`src/common/rpc_map.vh`:
```
// Register map, field layout and constants of the region protection checker
`ifndef RPC_MAP_VH
`define RPC_MAP_VH

// Sizes
`define RPC_NUM_REGIONS   8
`define RPC_IDX_W         3
`define RPC_AW            8
`define RPC_DW            32

// Register byte offsets
`define RPC_OFF_CTRL      8'h00
`define RPC_OFF_STATUS    8'h04
`define RPC_OFF_MASK      8'h08
`define RPC_OFF_INDEX     8'h0C
`define RPC_OFF_BASE      8'h10
`define RPC_OFF_ATTR      8'h14
`define RPC_OFF_COUNT     8'h18
`define RPC_OFF_FADDR     8'h1C
`define RPC_OFF_ONOFF     8'h20

// Control fields
`define RPC_CTRL_EN       0
`define RPC_CTRL_PDEF     1
`define RPC_CTRL_W        2

// Status and mask fields
`define RPC_ST_FAULT      0
`define RPC_ST_BGND       1
`define RPC_ST_W          2

// Attribute word fields
`define RPC_AT_ON         0
`define RPC_AT_SZ_LO      1
`define RPC_AT_SZ_HI      5
`define RPC_AT_SUB_LO     8
`define RPC_AT_SUB_HI     15
`define RPC_AT_AP_LO      24
`define RPC_AT_AP_HI      26
`define RPC_AT_XN         28
`define RPC_AT_KEEP       32'h170FFF3F

// Size codes: bytes = 2^(code+1)
`define RPC_SZ_MIN        5'h04
`define RPC_SZ_SUBMIN     5'h07
`define RPC_SZ_MAX        5'h1F

// Access permission codes
`define RPC_AP_NONE       3'h0
`define RPC_AP_PRW_UNO    3'h1
`define RPC_AP_PRW_URO    3'h2
`define RPC_AP_PRW_URW    3'h3
`define RPC_AP_PRO_UNO    3'h5
`define RPC_AP_PRO_URO    3'h6

// Base keeps bits above the 32-byte granule
`define RPC_BASE_KEEP     32'hFFFFFFE0

// Reset values
`define RPC_RST_WORD      32'h00000000
`define RPC_RST_CTRL      2'h0
`define RPC_RST_ST        2'h0

`endif

```
`src/rpc_region.v`:
```
// Address match of one protection region with sub-region holes
`timescale 1ns/1ps
`include "rpc_map.vh"

module rpc_region (
  // Region configuration
  input  wire [31:0] base_i,
  input  wire [31:0] attr_i,
  // Access address
  input  wire [31:0] addr_i,
  // Match result
  output wire        hit_o
);

  wire [4:0]  sz;
  wire [32:0] span;
  wire [31:0] hi_mask;
  wire [31:0] sub_sh;
  wire [2:0]  sub_idx;
  wire        in_range;
  wire        sub_on;
  wire        hole;

  // Region covers 2^(code+1) bytes
  assign sz       = attr_i[`RPC_AT_SZ_HI:`RPC_AT_SZ_LO];
  assign span     = (33'h000000001 << ({28'h0000000, sz} + 33'h000000001)) - 33'h000000001;
  assign hi_mask  = ~span[31:0];
  assign in_range = ((addr_i ^ base_i) & hi_mask) == 32'h00000000;

  // Sub-region is one eighth of the region
  assign sub_sh  = addr_i >> ({27'h0000000, sz} - 32'h00000002);
  assign sub_idx = sub_sh[2:0];
  assign sub_on  = (sz >= `RPC_SZ_SUBMIN);
  assign hole    = sub_on && attr_i[`RPC_AT_SUB_LO + sub_idx];

  // Disabled regions never match
  assign hit_o = attr_i[`RPC_AT_ON] && in_range && !hole;

endmodule

```
`config.mk`:
```
export PLATFORM = sky130hd
export DESIGN_NAME = rpc_region
export DESIGN_NICKNAME = d
export VERILOG_FILES = /design/src/rpc_region.v
export VERILOG_INCLUDE_DIRS = /design/src /design/src/common
export SDC_FILE = /design/constraint.sdc
export NUM_CORES = 1
export LEC_CHECK = 0
export BUFFER_PORTS_ARGS = -buffer_cell sky130_fd_sc_hd__buf_2
export CELL_PAD_IN_SITES_DETAIL_PLACEMENT = 1
export CELL_PAD_IN_SITES_GLOBAL_PLACEMENT = 1
export CORE_MARGIN = 2
export CORE_UTILIZATION = 38
export DETAILED_ROUTE_END_ITERATION = 10
export GPL_TIMING_DRIVEN = 0
export PLACE_DENSITY = 0.94
export SYNTH_ARGS = -nofsm -noshare
export SYNTH_HDL_FRONTEND = slang
export SYNTH_SLANG_ARGS = --single-unit
export TNS_END_PERCENT = 1
```
`constraint.sdc`:
```
create_clock -name vclk -period 3.8
set_clock_uncertainty 0.05 [all_clocks]
set_input_delay 0.38 -clock vclk [all_inputs]
set_output_delay 0.38 -clock vclk [all_outputs]
set_load 0.01 [all_outputs]
```
==> flow_summary.json <==
{
  "vias_per_cell": 6.649,
  "yosysWarnings": 0,
  "synthesis.instances": 407,
  "syn_avg_cell_area_sq_um": 7.191,
  "syn2layout_area_growth_pct": 25.87,
  "layout_common_cells": "buf_2 (87), nor2_1 (34), a21oi_1 (32)",
  "critical_path_cell_count": 15,
  "clkbuf_count": 0,
  "num_vias": 3936,
  "setup.worst_path.start": "attr_i[2]",
  "post-route-period-util_pct": 100.3,
  "ios": 97,
  "failed_checks": "negative setup slack",
  "dpl.hpwl_microns": 11410,
  "crit_type": "in -> out",
  "ys_seq_area_share_pct": 0,
  "die_y_microns": 91.76,
  "ir_drop_mv": 0.06861,
  "stdcell_count": 592,
  "grt_pass1_wl_microns": 22050,
  "power_density_nw_per_um2": 157.8,
  "fillers": 992,
  "yosys.area.top_type": "xnor2_1",
  "hp-class": "in -> out",
  "cp.arrival_ns": 3.38,
  "nets": 594,
  "dieArea_sq_um": 8419,
  "hold_viol_final": 0,
  "synth_top_area_share_pct": 8.080,
  "drive_above_1_share_pct": 32.25,
  "slew_viol_final": 0,
  "multi_input_area_sq_um": 2726,
  "row_count": 31,
  "leakage_uw": 0.001470,
  "tightest_slew_ns": 0.8359,
  "slowest_delay_ns": 0.47,
  "gp_congestion": 1.025,
  "dr.pass1.iters": 5,
  "syn_nets": 506,
  "status": "finished with violations",
  "final_common_cell": "buf_2",
  "ys_top_cells_by_area": "xnor2_1 (8.1%), mux4_2 (6.9%), xor2_1 (6.0%)",
  "track_usage_pct": 33.28,
  "crit_fanout": 6,
  "wl_per_cell_microns": 24.74,
  "crit_end": "hit_o",
  "grt_overflow": 0,
  "core_region_area_sq_um": 7370,
  "port_buffers": 77,
  "power_uw": 581.1,
  "setup_ws_ns": -0.01166,
  "relSlewSlack_pct": 43.88,
  "setup_viol": 1,
  "final_cell_area_sq_um": 3684,
  "placed_cell_area_sq_um": 3436,
  "path_cells": "buf_12 -> buf_8 -> inv_8 -> clkbuf_16 -> ha_4 -> nor3b_4 -> buf_6 -> nor2_4 -> mux2_4 -> mux4_2 -> o21a_1 -> mux2_4 -> a221oi_4 -> nor4_2 -> buf_2",
  "drc": 0,
  "wl_microns": 14650,
  "diodes": 0,
  "grt_pass1_vias": 3880,
  "rsz0062_at_grt": "true",
  "critical_path.top_delay_family": "multiplexers",
  "drtAntennaViolNets": 0,
  "drt_iter0_markers": 486,
  "place_inst": 583,
  "cp.required_ns": 3.37,
  "crit_top_cell": "mux2_4",
  "seq_area_sq_um": 0,
  "syn-cell-area_sq_um": 2927,
  "cp_slowest_cell": "mux4_2",
  "post-route-min-period_ns": 3.812,
  "end_kind": "primary output",
  "seq_cells": 0,
  "start_util_pct": 39.71,
  "ys_types": 74,
  "fmax_mhz": 262.4,
  "grt_max_degree": 11,
  "antenna_found_initial": 0,
  "worst-path-buf-inv": 6,
  "maxCapViolCount": 0,
  "die-width_microns": 91.76,
  "crit_path_start_kind": "input pin"
}
## logic make-up after synthesis
family / share of synthesized area (%)
fa+ha+maj: 1.283
mux: 13.94
compound gates: 33.22
buf+inv: 10.30
simple gates: 26.08
xor+xnor: 15.18
## routing by layer
metal / vias to the layer above / routed length, microns / track usage, %
li1: 1705 / - / -
met5: - / 0 / 0
met4: 0 / 361 / 7.090
met1: 1872 / 5898 / 45.51
met3: 40 / 1714 / 6.656
met2: 319 / 6674 / 54.17
## synthesized netlist by cell type (9+ instances only)
cell type  number
mux4_2          9
xor2_1         20
nor2_1         38
nand2_1        31
buf_2          13
a31oi_1         9
xnor2_1        27
nand3_1        13
nor3_1         14
a21oi_1        32
o21ai_0        31
mux2i_1        16
## where the power goes
group	switching [uW]	total [uW]	internal [uW]
clock network	0	0	0
logic	330	581	251
registers	0	0	0
## what timing repair did
| item | in CTS | in global routing |
|---|---|---|
| hold buffers | 0 | 0 |
| endpoints found under the setup margin | 1 | 1 |
| pin swaps | 3 | 5 |
| buffers inserted | 6 | 5 |
| resized for setup | 25 | 16 |
## stage by stage
stage / worst slack [ns] / hold slack, ns / utilization, % / TNS (ns)
2_1_floorplan: 0.3047 / 0.9744 / - / 0
3_3_place_gp: -0.5257 / 1.211 / 46.62 / -0.5257
3_5_place_dp: -0.6060 / 1.217 / 46.62 / -0.6060
4_1_cts: 0.009577 / 1.225 / 48.73 / 0
5_1_grt: -0.1125 / 1.313 / 49.98 / -0.1125
6_report: -0.01166 / 1.222 / 49.98 / -0.01166
## worst min-delay path: cells and delay by family
kind / cells / cell delay, ns
buffers and inverters: 2 / 0.22
AOI/OAI and AO/OA: 1 / 0.16
xor gates and xnor gates: 1 / 0.07
and+or+nand+nor: 1 / 0.07
## cell type report
class	instances	area share, %
plain buffers	35	8.594
multi-input cells	366	74.01
well taps	99	3.363
inverters	4	0.8152
repair buffers	88	13.21
## worst min-delay path by stage
stage                from     to  slack (ns)  cells past startpoint
2_1_floorplan  addr_i[28]  hit_o        0.97                      3
3_3_place_gp   base_i[28]  hit_o        1.21                      5
3_5_place_dp   base_i[28]  hit_o        1.22                      5
4_1_cts        base_i[28]  hit_o        1.23                      5
5_1_grt        base_i[28]  hit_o        1.31                      5
6_report       base_i[28]  hit_o        1.22                      5
Note: power is estimated with default switching activity, not from simulation.
